--- src/trace_defs.svh ---
/*
 * Constants of the trace status word encoder: record field positions, function code
 * patterns, register offsets and reset values.
 * Assumes it is included by bare name wherever a constant is needed.
 */
// Function
// - foreground cycles pass function codes unchanged
// - dma tag cycle drives pattern 011
// - monitor program 000, monitor data 100
// - other codes 001,010,101,110,111 as processor
// - bit24 byte, bit25 read, bit26 peripheral
// - data lines on record bits 32-47
// - record bits 0-23 form address field
// - record bits 24-31 form status field
// - qualifier keeps pattern latched at entry
// - bit0 upper strobe, bits 1-23 address
// - bit31 guarded low, bit30 rom low
`ifndef TRACE_DEFS_SVH
`define TRACE_DEFS_SVH

`define REC_W 48
`define FIFO_DEPTH 8
`define POS_STROBE 0
`define POS_ADDR_LO 1
`define POS_ADDR_HI 23
`define POS_BYTE 24
`define POS_READ 25
`define POS_PERIPH 26
`define POS_FC_LO 27
`define POS_FC_HI 29
`define POS_ROM_N 30
`define POS_GUARD_N 31
`define POS_STAT_LO 24
`define POS_STAT_HI 31
`define POS_DATA_LO 32
`define POS_DATA_HI 47

`define FC_MON_PROG 3'h0
`define FC_DMA_TAG 3'h3
`define FC_MON_DATA 3'h4
`define FC_INT_ACK 3'h7

`define OFS_CTRL 6'h00
`define OFS_EQU_VAL 6'h04
`define OFS_EQU_MASK 6'h08
`define OFS_QUAL 6'h0C
`define OFS_STATUS 6'h10
`define OFS_MATCH_CNT 6'h14

`define CTRL_ENABLE_BIT 0
`define CTRL_LOAD_BIT 1
`define STATUS_OVF_BIT 0
`define STATUS_LVL_LO 8
`define STATUS_LVL_HI 11

`define RST_ENABLE 1'b0
`define RST_EQU 8'h00
`define RST_MASK 8'h00
`define RST_COUNT 16'h0000

`endif

--- src/trace_pkg.sv ---
/*
 * Types shared by the trace encoder and its record FIFO.
 * Assumes trace_defs.svh supplies the widths.
 */
`include "trace_defs.svh"

package trace_pkg;

    typedef logic [`REC_W-1:0] trace_rec_t;
    typedef logic [7:0] stat_t;
    typedef logic [3:0] fifo_lvl_t;

    typedef enum logic [1:0] {
        BUS_IDLE = 2'b00,
        BUS_ACK = 2'b01
    } wb_state_t;

endpackage : trace_pkg

--- src/trace_fifo_if.sv ---
/*
 * Carrier between the encoder and its record FIFO.
 * Assumes both ends run on the same clock.
 */
`timescale 1ns/1ps

interface trace_fifo_if;
    import trace_pkg::*;

    logic push_valid;
    logic push_ready;
    trace_rec_t push_data;
    logic pop_valid;
    logic pop_ready;
    trace_rec_t pop_data;
    fifo_lvl_t level;

    modport producer (
        output push_valid,
        input push_ready,
        output push_data,
        input pop_valid,
        output pop_ready,
        input pop_data,
        input level
    );

    modport buffer (
        input push_valid,
        output push_ready,
        input push_data,
        output pop_valid,
        input pop_ready,
        output pop_data,
        output level
    );

endinterface : trace_fifo_if

--- src/trace_fifo.sv ---
/*
 * Record FIFO: parameterised width and depth, valid/ready on both sides.
 * Assumes a synchronous active-high reset and one clock.
 */
`timescale 1ns/1ps

module trace_fifo #(
    parameter int WIDTH = 48,
    parameter int DEPTH = 8
) (
    input wire logic clk_i,
    input wire logic rst_i,
    trace_fifo_if.buffer f
);
    import trace_pkg::*;

    localparam int AW = $clog2(DEPTH);

    typedef struct packed {
        logic [DEPTH-1:0][WIDTH-1:0] mem;
        logic [AW-1:0] wr_ptr;
        logic [AW-1:0] rd_ptr;
        logic [AW:0] count;
    } fifo_state_t;

    fifo_state_t s_q;
    fifo_state_t s_d;
    logic do_push;
    logic do_pop;

    // full and empty come straight from the occupancy count, never guessed
    assign f.push_ready = (s_q.count != (AW+1)'(DEPTH));
    assign f.pop_valid = (s_q.count != '0);
    assign f.pop_data = s_q.mem[s_q.rd_ptr];
    assign f.level = 4'(s_q.count);
    assign do_push = f.push_valid && f.push_ready;
    assign do_pop = f.pop_valid && f.pop_ready;

    always_comb begin
        s_d = s_q;
        if (do_push) begin
            s_d.mem[s_q.wr_ptr] = f.push_data;
            s_d.wr_ptr = (s_q.wr_ptr == AW'(DEPTH - 1)) ? '0 : s_q.wr_ptr + 1'b1;
        end
        if (do_pop) begin
            s_d.rd_ptr = (s_q.rd_ptr == AW'(DEPTH - 1)) ? '0 : s_q.rd_ptr + 1'b1;
        end
        if (do_push && !do_pop) begin
            s_d.count = s_q.count + 1'b1;
        end else if (do_pop && !do_push) begin
            s_d.count = s_q.count - 1'b1;
        end
    end

    always_ff @(posedge clk_i) begin
        if (rst_i) begin
            s_q <= '0;
        end else begin
            s_q <= s_d;
        end
    end

endmodule : trace_fifo

--- src/trace_status_word_encoder.sv ---
/*
 * Trace status word encoder: builds one 48-bit trace record per processor bus
 * cycle, buffers it in an 8-deep FIFO toward the analyzer, and offers a
 * Wishbone register file for enable, status qualifier and status.
 * Assumes the emulated processor runs on clk_i, so its bus outputs are
 * synchronous and need no synchroniser; the analyzer drains with valid/ready.
 */
`timescale 1ns/1ps
`include "trace_defs.svh"

module trace_status_word_encoder
    import trace_pkg::*;
(
    input wire logic clk_i,
    input wire logic rst_i,
    // processor bus
    input wire logic addr_strobe_n_i,
    input wire logic [23:1] addr_i,
    input wire logic upper_byte_strobe_i,
    input wire logic [15:0] data_i,
    input wire logic [2:0] func_code_i,
    input wire logic read_i,
    input wire logic byte_access_i,
    input wire logic peripheral_cycle_flag_i,
    input wire logic guarded_access_n_i,
    input wire logic rom_access_n_i,
    input wire logic monitor_active_i,
    input wire logic dma_tag_i,
    output logic capture_ready_o,
    // analyzer side
    output logic trace_valid_o,
    input wire logic trace_ready_i,
    output logic [`REC_W-1:0] trace_rec_o,
    output logic qual_match_o,
    // wishbone classic slave
    input wire logic wb_cyc_i,
    input wire logic wb_stb_i,
    input wire logic wb_we_i,
    input wire logic [5:0] wb_adr_i,
    input wire logic [3:0] wb_sel_i,
    input wire logic [31:0] wb_dat_i,
    output logic [31:0] wb_dat_o,
    output logic wb_ack_o
);

    typedef struct packed {
        wb_state_t wb_state;
        logic [31:0] rd_data;
        logic enable;
        stat_t equ_val;
        stat_t equ_mask;
        stat_t qual_val;
        stat_t qual_mask;
        logic overflow;
        logic [15:0] match_cnt;
        logic strobe_seen;
        trace_rec_t pend_rec;
        logic push;
        trace_rec_t push_rec;
        logic match;
    } enc_state_t;

    enc_state_t s_q;
    enc_state_t s_d;

    trace_fifo_if fifo_bus ();

    trace_fifo #(
        .WIDTH(`REC_W),
        .DEPTH(`FIFO_DEPTH)
    ) u_fifo (
        .clk_i(clk_i),
        .rst_i(rst_i),
        .f(fifo_bus)
    );

    logic [2:0] trace_fc;
    trace_rec_t live_rec;
    logic wb_req;
    logic wb_wr;
    logic cycle_end;
    logic pushed_match;

    // function code rewrite; a dma tag outranks monitor substitution
    always_comb begin
        trace_fc = func_code_i;
        if (dma_tag_i) begin
            trace_fc = `FC_DMA_TAG;
        end else if (monitor_active_i && func_code_i != `FC_INT_ACK) begin
            if (func_code_i[1]) begin
                trace_fc = `FC_MON_PROG;
            end else begin
                trace_fc = `FC_MON_DATA;
            end
        end
    end

    always_comb begin
        live_rec = '0;
        live_rec[`POS_STROBE] = upper_byte_strobe_i;
        live_rec[`POS_ADDR_HI:`POS_ADDR_LO] = addr_i;
        live_rec[`POS_BYTE] = byte_access_i;
        live_rec[`POS_READ] = read_i;
        live_rec[`POS_PERIPH] = peripheral_cycle_flag_i;
        live_rec[`POS_FC_HI:`POS_FC_LO] = trace_fc;
        live_rec[`POS_ROM_N] = rom_access_n_i;
        live_rec[`POS_GUARD_N] = guarded_access_n_i;
        live_rec[`POS_DATA_HI:`POS_DATA_LO] = data_i;
    end

    assign wb_req = wb_cyc_i && wb_stb_i && (s_q.wb_state == BUS_IDLE);
    assign wb_wr = wb_req && wb_we_i;
    // a cycle is recorded as the address strobe is released
    assign cycle_end = s_q.strobe_seen && addr_strobe_n_i;
    // status field compared against the latched qualifier, mask 1 means care
    assign pushed_match = (((s_q.push_rec[`POS_STAT_HI:`POS_STAT_LO] ^ s_q.qual_val)
        & s_q.qual_mask) == 8'h00);

    assign fifo_bus.push_valid = s_q.push;
    assign fifo_bus.push_data = s_q.push_rec;
    assign fifo_bus.pop_ready = trace_ready_i;
    assign trace_valid_o = fifo_bus.pop_valid;
    assign trace_rec_o = fifo_bus.pop_data;
    // the processor bus cannot be stalled mid-cycle; this lets the target hold off
    assign capture_ready_o = fifo_bus.push_ready;
    assign qual_match_o = s_q.match;
    assign wb_dat_o = s_q.rd_data;
    assign wb_ack_o = (s_q.wb_state == BUS_ACK);

    always_comb begin
        s_d = s_q;
        s_d.push = 1'b0;
        s_d.match = 1'b0;

        // capture: the record is sampled every cycle the strobe is low so
        // that the values at the end of the cycle are the ones kept
        if (!addr_strobe_n_i) begin
            s_d.strobe_seen = 1'b1;
            s_d.pend_rec = live_rec;
        end else begin
            s_d.strobe_seen = 1'b0;
        end
        if (cycle_end && s_q.enable) begin
            s_d.push_rec = s_q.pend_rec;
            s_d.push = 1'b1;
        end

        // a record offered to a full FIFO is lost and flagged
        if (s_q.push) begin
            s_d.match = pushed_match;
            if (pushed_match && fifo_bus.push_ready) begin
                s_d.match_cnt = s_q.match_cnt + 16'h0001;
            end
        end

        case (s_q.wb_state)
            BUS_IDLE: begin
                if (wb_req) begin
                    s_d.wb_state = BUS_ACK;
                    s_d.rd_data = 32'h0000_0000;
                    if (wb_adr_i == `OFS_CTRL) begin
                        s_d.rd_data[`CTRL_ENABLE_BIT] = s_q.enable;
                    end else if (wb_adr_i == `OFS_EQU_VAL) begin
                        s_d.rd_data[7:0] = s_q.equ_val;
                    end else if (wb_adr_i == `OFS_EQU_MASK) begin
                        s_d.rd_data[7:0] = s_q.equ_mask;
                    end else if (wb_adr_i == `OFS_QUAL) begin
                        s_d.rd_data[15:0] = {s_q.qual_mask, s_q.qual_val};
                    end else if (wb_adr_i == `OFS_STATUS) begin
                        s_d.rd_data[`STATUS_OVF_BIT] = s_q.overflow;
                        s_d.rd_data[`STATUS_LVL_HI:`STATUS_LVL_LO] = fifo_bus.level;
                    end else if (wb_adr_i == `OFS_MATCH_CNT) begin
                        s_d.rd_data[15:0] = s_q.match_cnt;
                    end
                end
            end
            BUS_ACK: begin
                s_d.wb_state = BUS_IDLE;
            end
            default: begin
                s_d.wb_state = BUS_IDLE;
            end
        endcase

        if (wb_wr && wb_sel_i[0]) begin
            if (wb_adr_i == `OFS_CTRL) begin
                s_d.enable = wb_dat_i[`CTRL_ENABLE_BIT];
                // the pattern is copied now; later equate writes leave it alone
                if (wb_dat_i[`CTRL_LOAD_BIT]) begin
                    s_d.qual_val = s_q.equ_val;
                    s_d.qual_mask = s_q.equ_mask;
                end
            end else if (wb_adr_i == `OFS_EQU_VAL) begin
                s_d.equ_val = wb_dat_i[7:0];
            end else if (wb_adr_i == `OFS_EQU_MASK) begin
                s_d.equ_mask = wb_dat_i[7:0];
            end else if (wb_adr_i == `OFS_STATUS) begin
                if (wb_dat_i[`STATUS_OVF_BIT]) begin
                    s_d.overflow = 1'b0;
                end
            end else if (wb_adr_i == `OFS_MATCH_CNT) begin
                s_d.match_cnt = `RST_COUNT;
            end
        end

        // set wins over a clear in the same cycle
        if (s_q.push && !fifo_bus.push_ready) begin
            s_d.overflow = 1'b1;
        end
    end

    always_ff @(posedge clk_i) begin
        if (rst_i) begin
            s_q <= '0;
            s_q.wb_state <= BUS_IDLE;
            s_q.enable <= `RST_ENABLE;
            s_q.equ_val <= `RST_EQU;
            s_q.equ_mask <= `RST_MASK;
            s_q.qual_val <= `RST_EQU;
            s_q.qual_mask <= `RST_MASK;
            s_q.match_cnt <= `RST_COUNT;
        end else begin
            s_q <= s_d;
        end
    end

endmodule : trace_status_word_encoder

--- config.mk ---
export PLATFORM = sky130hd
export DESIGN_NAME = trace_status_word_encoder
export DESIGN_NICKNAME = d
export VERILOG_FILES = /design/src/trace_pkg.sv /design/src/trace_fifo_if.sv /design/src/trace_fifo.sv /design/src/trace_status_word_encoder.sv
export VERILOG_INCLUDE_DIRS = /design/src
export SDC_FILE = /design/constraint.sdc
export NUM_CORES = 1
export LEC_CHECK = 0
export CAP_MARGIN = 20
export CORE_MARGIN = 4
export CORE_UTILIZATION = 45
export CTS_CLUSTER_SIZE = 10
export DETAILED_ROUTE_END_ITERATION = 10
export DONT_BUFFER_PORTS = 1
export GPL_ROUTABILITY_DRIVEN = 0
export SYNTH_ARGS = -nofsm -noshare
export SYNTH_HDL_FRONTEND = slang
export SYNTH_SLANG_ARGS = --single-unit
--- constraint.sdc ---
create_clock -name clk_i -period 6.1 [get_ports clk_i]
set_input_delay 0.915 -clock clk_i [delete_from_list [all_inputs] [get_ports clk_i]]
set_output_delay 0.915 -clock clk_i [all_outputs]
set_load 0.02 [all_outputs]
==> results of run 1 <==
==> final cells by class <==
class	instances	area, µm²	area share, %
repair buffers	23	173	0.685
clock buffers	85	1870	7.41
multi-input cells	1918	11100	43.9
well taps	680	851	3.37
inverters	8	30.0	0.119
flip-flops and latches	560	11200	44.5
clock inverters	2	13.8	0.0546
==> cell usage in the layout, fill, tap and decap left out, types with 12 or more instances in the layout <==
cell type,Yosys,routed
or4_1,14,13
o31ai_1,12,12
buf_4,32,23
conb_1,1,16
mux4_2,96,96
mux2i_1,56,56
clkbuf_16,0,71
nand2_1,944,944
mux2_2,50,50
nor3_1,20,18
nor2_1,80,80
nand3_1,15,12
dfxtp_1,560,557
a21oi_1,488,488
==> worst min path at each step <==
stage,start,end,cells past startpoint
5_1_grt,addr_strobe_n_i,s_q[98],1
3_3_place_gp,u_fifo.s_q[250],u_fifo.s_q[250],2
4_1_cts,addr_strobe_n_i,s_q[98],1
2_1_floorplan,wb_dat_o[14],wb_dat_o[14],2
3_5_place_dp,u_fifo.s_q[330],u_fifo.s_q[330],2
6_report,rst_i,wb_dat_o[13],1
==> registers in the layout, summed over array words and instances (netlist names) <==
signal	flops
qual_match_o	1
u_fifo.s_q	390
wb_dat_o	16
u_fifo.f.level	4
fifo_bus.push_data	48
s_q	100
fifo_bus.push_valid	1
==> cells by family (layout without fill, tap and decap cells) <==
logic type | after synthesis | after routing | synth area share (%)
and+or+nand+nor | 1129 | 1129 | 19.2
DFF | 560 | 560 | 47.8
AOI/OAI and AO/OA | 551 | 551 | 12.5
buffers and inverters | 297 | 118 | 5.53
muxes | 202 | 202 | 14.0
xor gates and xnor gates | 11 | 11 | 0.411
adders and majority gates | 9 | 9 | 0.512
other | 1 | 16 | 0.0160
==> synth_stat cells, types with 3 or more instances <==
library cell | instances | area share, %
or4_1 | 14 | 0.45
a22oi_1 | 8 | 0.26
o21ai_0 | 6 | 0.13
a211oi_1 | 8 | 0.26
mux2i_1 | 56 | 2.4
nand2b_1 | 8 | 0.21
and4_1 | 3 | 0.11
nand2_1 | 944 | 15
and2_1 | 4 | 0.11
o31ai_1 | 12 | 0.38
buf_6 | 3 | 0.14
xor2_1 | 9 | 0.34
a22o_1 | 5 | 0.19
buf_2 | 31 | 0.66
nor2_1 | 80 | 1.3
mux4_2 | 96 | 9.2
a21oi_1 | 488 | 10
nor2b_1 | 5 | 0.13
nor3_1 | 20 | 0.43
clkbuf_1 | 184 | 2.9
o22ai_1 | 4 | 0.11
buf_1 | 39 | 0.62
mux2_2 | 50 | 2.4
inv_1 | 7 | 0.11
and3_1 | 10 | 0.27
o31a_1 | 4 | 0.15
buf_4 | 32 | 1.0
nand3_1 | 15 | 0.32
ha_1 | 8 | 0.43
dfxtp_1 | 560 | 48
nand4_1 | 6 | 0.16
or3_1 | 9 | 0.24
a32oi_1 | 6 | 0.22
==> through the flow <==
stage               worst slack [ps]  cell area, µm²  cells
floorplan                       3190           23500   2775
global placement                2220           23300   3189
detailed placement              2260           23300   3189
CTS                             2040           25200   3276
global route                    1870           25200   3276
finish                          2070           25200   3276
==> routing by layer <==
| layer | wire (µm) | vias up |
|---|---|---|
| met3 | 4250 | 119 |
| met2 | 31900 | 538 |
| met4 | 1640 | 0 |
| met5 | 0 | - |
| met1 | 28200 | 8956 |
| li1 | - | 8844 |
==> power breakdown <==
group          leakage (nW)  internal, mW  switching (mW)  total, mW
sequential             4.52          3.69          0.0980       3.79
combinational          2.81         0.165           0.163      0.327
clock                 0.924          2.12            1.44       3.56
total                  8.26          5.97            1.70       7.68
==> critical path: cells and delay by family (launching register included) <==
family,cells,cell delay (ps)
flip-flops,1,1050
multiplexers,2,780
buffers and inverters,1,670
==> reports/summary.txt, run 1 <==
Final core occ - 49.1%
Final Cycle Share - 66.1%
Status - finished, violations left
Clock sink total - 560
Slew @ Worst Pin - 1520 ps
Mean Syn Cell Area - 8.49 µm²
GRT Overall Usage - 22.7%
CTS clock-pin slew for the worst setup and hold paths - 60 ps
R2r worst-path depth - 11
Synthesized area - 0.0234 mm²
Ports - 183
Synth Instances - 2760
Port-buffer cells - 0
Post-synth EDFFs - 0
Hold-fix buffers, CTS - 0
First-pass GRT wire length - 102000 µm
Worst-path cell chain - buf_4, mux4_2, mux2_2
Leakage - 8.26 nW
Data required, critical path - 5180 ps
Worst path arrival time - 3110 ps
Hold_ws - 413 ps
Fmax - 248 MHz
Final nets - 2686
End of the critical path - trace_rec_o[19]
CTS tree - done
Seq/Total Area, Yosys - 47.8%
WL per Instance - 20.1 µm
Failing checks - slew limit
Row count - 83
Yosys warnings - 0
Vias per inst - 5.63
Pin count of the biggest net entering global routing - 546
Skew-Pair Late Insertion Delay - 590 ps
CP Launch Type - register
Slowest cell on the critical path - dfxtp_4
CTS max path bufs - 3
H-tree levels - 3
N_diodes - 0
PD cells - 304 mW/mm²
Post-route ant nets - 0
RSZ-0062 raised after global routing - false
Detailed Route WL - 65900 µm
Initial antenna violation count - 0
Die area - 0.0558 mm²
Met1 Use GR - 29.8%
CP max FO - 62
CTS Root Cell - clkbuf_16
Initial core utilization - 45.6%
DRC - 0
Skew final - 17.9 ps
Layout area overhead - 7.58%
Async S/R FF share, synth - 0%
Drt pass-1 iters - 7
GRT met2 Usage - 38.1%
Synth cell types - 53
Total CTS buffers - 67
Total Power - 7.68 mW
Min Tclk post-route - 4030 ps
Register bit total from synthesis - 560
Gr busiest metal - met2
Die X - 236 µm
Worst setup path startpoint - u_fifo.s_q[5]
Final Slew Violations - 39
Vias in the first global route - 18039
Final hold vios - 0
Delay of the slowest critical-path stage - 1050 ps
Via Count - 18457
Share of layout cells above drive strength 1 - 10.3%
Chip height - 236 µm
Post-CTS Setup Inserts - 0
Flop2flop setup slack - 2220 ps
Ys flop type - dfxtp_1
Core ar. - 0.0514 mm²
Gr ovfl total - 0
Met3 Use GR - 3.93%
Detail Placement HPWL - 35600 µm
Initial DRC count - 1679
Critical path class - reg2out
Maximum VDD drop - 187 µV
Final setup TNS - 0 ps
R2R Path End - u_fifo.f.level[3]
CP endpoint kind - primary output
HP Class - in2reg
Slew margin rel. - -1.29%
Worst flop-to-flop path startpoint - u_fifo.f.level[0]
Max-cap violations - 0
Setup-failing EPs final - 0
Post-CTS sizing - 0
FILL cells - 4771
Note: power is estimated with default switching activity, not from simulation.
==> inputs of run 2 (changes only) <==
==> constraint.sdc (replaced) <==
create_clock -name clk_i -period 4.2 [get_ports clk_i]
set_input_delay 0.63 -clock clk_i [delete_from_list [all_inputs] [get_ports clk_i]]
set_output_delay 0.63 -clock clk_i [all_outputs]
set_load 0.02 [all_outputs]
==> run 2 against run 1 <==
Register-to-register slack got worse by 1500 ps. Critical endpoint is now u_fifo.f.level[3]. Largest cell class unchanged. Final cell count grew 0.21%. The run still ends with slew limit left. Hold slack got worse by 290 ps. Cell area is 0.47% higher.
==> reports/summary.txt, run 2 (synthesis gave the netlist of run 1 again) <==
Final nets - 2696
H-tree levels - 3
Hold-fix buffers, CTS - 0
Data required, critical path - 4680 ps
Comb power frac - 4.7%
Die X - 236 µm
Leakage - 8.32 nW
Slew @ Worst Pin - 1760 ps
Max-cap violations - 0
CTS clock-pin slew for the worst setup and hold paths - 60 ps
Worst path arrival time - 3950 ps
HP Class - in2reg
Gr ovfl total - 0
First-pass GRT wire length - 103000 µm
RSZ-0062 raised after global routing - false
Ports - 183
Min Tclk post-route - 3470 ps
Fmax - 288 MHz
Failing checks - slew limit
Final setup TNS - 0 ps
Sw Pwr - 2.47 mW
CTS tree - done
DRC - 0
Post-route ant nets - 0
Initial antenna violation count - 0
CP max FO - 17
Final Cycle Share - 82.6%
Core ar. - 0.0514 mm²
Clock share of power - 46.0%
Skew-Pair Late Insertion Delay - 580 ps
Detailed Route WL - 66300 µm
Die area - 0.0558 mm²
Status - finished, violations left
Total CTS buffers - 67
Post-CTS sizing - 0
Internal power - 8.65 mW
Skew final - 21.4 ps
Placed cell count - 3199
Final core occ - 49.3%
CP Launch Type - register
GRT Overall Usage - 23.0%
CTS max path bufs - 3
Final hold vios - 0
Vias per inst - 5.67
Post-CTS Setup Inserts - 0
Sequential Power Share - 49.3%
Initial core utilization - 45.6%
Worst slack, placed - 768 ps
Vias in the first global route - 18195
Drt pass-1 iters - 5
Setup-failing EPs final - 0
CTS Root Cell - clkbuf_16
Critical path class - reg2reg
N_diodes - 0
Setup ws final - 729 ps
Switching part of the total - 22.2%
Layout area overhead - 8.09%
Maximum VDD drop - 319 µV
Share of layout cells above drive strength 1 - 10.6%
Row count - 83
Initial DRC count - 1623
Total Power - 11.1 mW
Port-buffer cells - 0
WL per Instance - 20.2 µm
Via Count - 18631
Max FFs per register - 390
Detail Placement HPWL - 36800 µm
FILL cells - 4839
Fin cells - 3283
Pin count of the biggest net entering global routing - 546
CP endpoint kind - register
Clock sink total - 560
Chip height - 236 µm
Final Slew Violations - 163
Slew margin rel. - -17.6%
Commonest non-fill, non-tap cell in the layout - nand2_1
Commonest cells after routing, fill and taps aside - 944 x nand2_1, 557 x dfxtp_1, 488 x a21oi_1, 96 x mux4_2, 80 x nor2_1
Biggest register - u_fifo.s_q
PD cells - 439 mW/mm²
[run 2: cell types whose count changed in the layout (fill, tap and decap cells not counted), sizes merged]
| cell | change |
|---|---|
| clkinv | -1 |
| buf | +10 |
| clkbuf | -3 |
| inv | +1 |
[run 2: power by group through the flow]
| stage | Combinational, mW | Clock (mW) | Sequential, mW |
|---|---|---|---|
| finish | 0.527 | 5.11 | 5.49 |
| global route | 0.572 | 5.44 | 5.49 |
| CTS | 0.532 | 5.24 | 5.48 |
| detailed placement | 0.531 | 0 | 5.60 |
| global placement | 0.527 | 0 | 5.59 |
| floorplan | 0.579 | 0 | 5.50 |
[run 2: routing by layer]
layer	GRT usage, %	wire (µm)	vias up
met1	30.7	28200	9029
met5	0	0	-
met2	37.4	31700	610
li1	-	-	8855
met3	4.15	4380	137
met4	8.72	1940	0
[run 2: worst max-delay path, stage by stage, from the launching register on]
cell and delay, ps:
dfxtp_1 360, or4b_1 730, nand2_1 470, inv_2 250, ha_1 280, inv_1 130
ha_1 250, a21o_1 190, a21oi_1 180, xnor2_1 90, or3_1 300, a21oi_1 140
[run 2: per-stage QoR]
step | hold WS, ps | cell area [µm²]
after floorplan | 426 | 23500
after global placement | 438 | 23500
after detailed placement | 444 | 23500
after CTS | 116 | 25300
after global routing | 117 | 25300
final | 127 | 25300
[run 2: worst paths after layout]
path / from / endpoint / slack, ps / cells after the start
max: u_fifo.f.level[0] / u_fifo.f.level[3] / 730 / 11
min: rst_i / s_q[76] / 130 / 1
max reg2reg: u_fifo.f.level[0] / u_fifo.f.level[3] / 730 / 11
min reg2reg: u_fifo.s_q[91] / u_fifo.s_q[91] / 450 / 2
[run 2: area by class of cell]
class | instances | area [µm²] | share of cell area (%)
Inverter | 8 | 30.0 | 0.119
Timing Repair Buffer | 33 | 335 | 1.32
Multi-Input combinational cell | 1918 | 11000 | 43.6
Clock buffer | 82 | 1840 | 7.25
Tap cell | 680 | 851 | 3.36
Clock inverter | 2 | 17.5 | 0.0691
Sequential cell | 560 | 11200 | 44.3
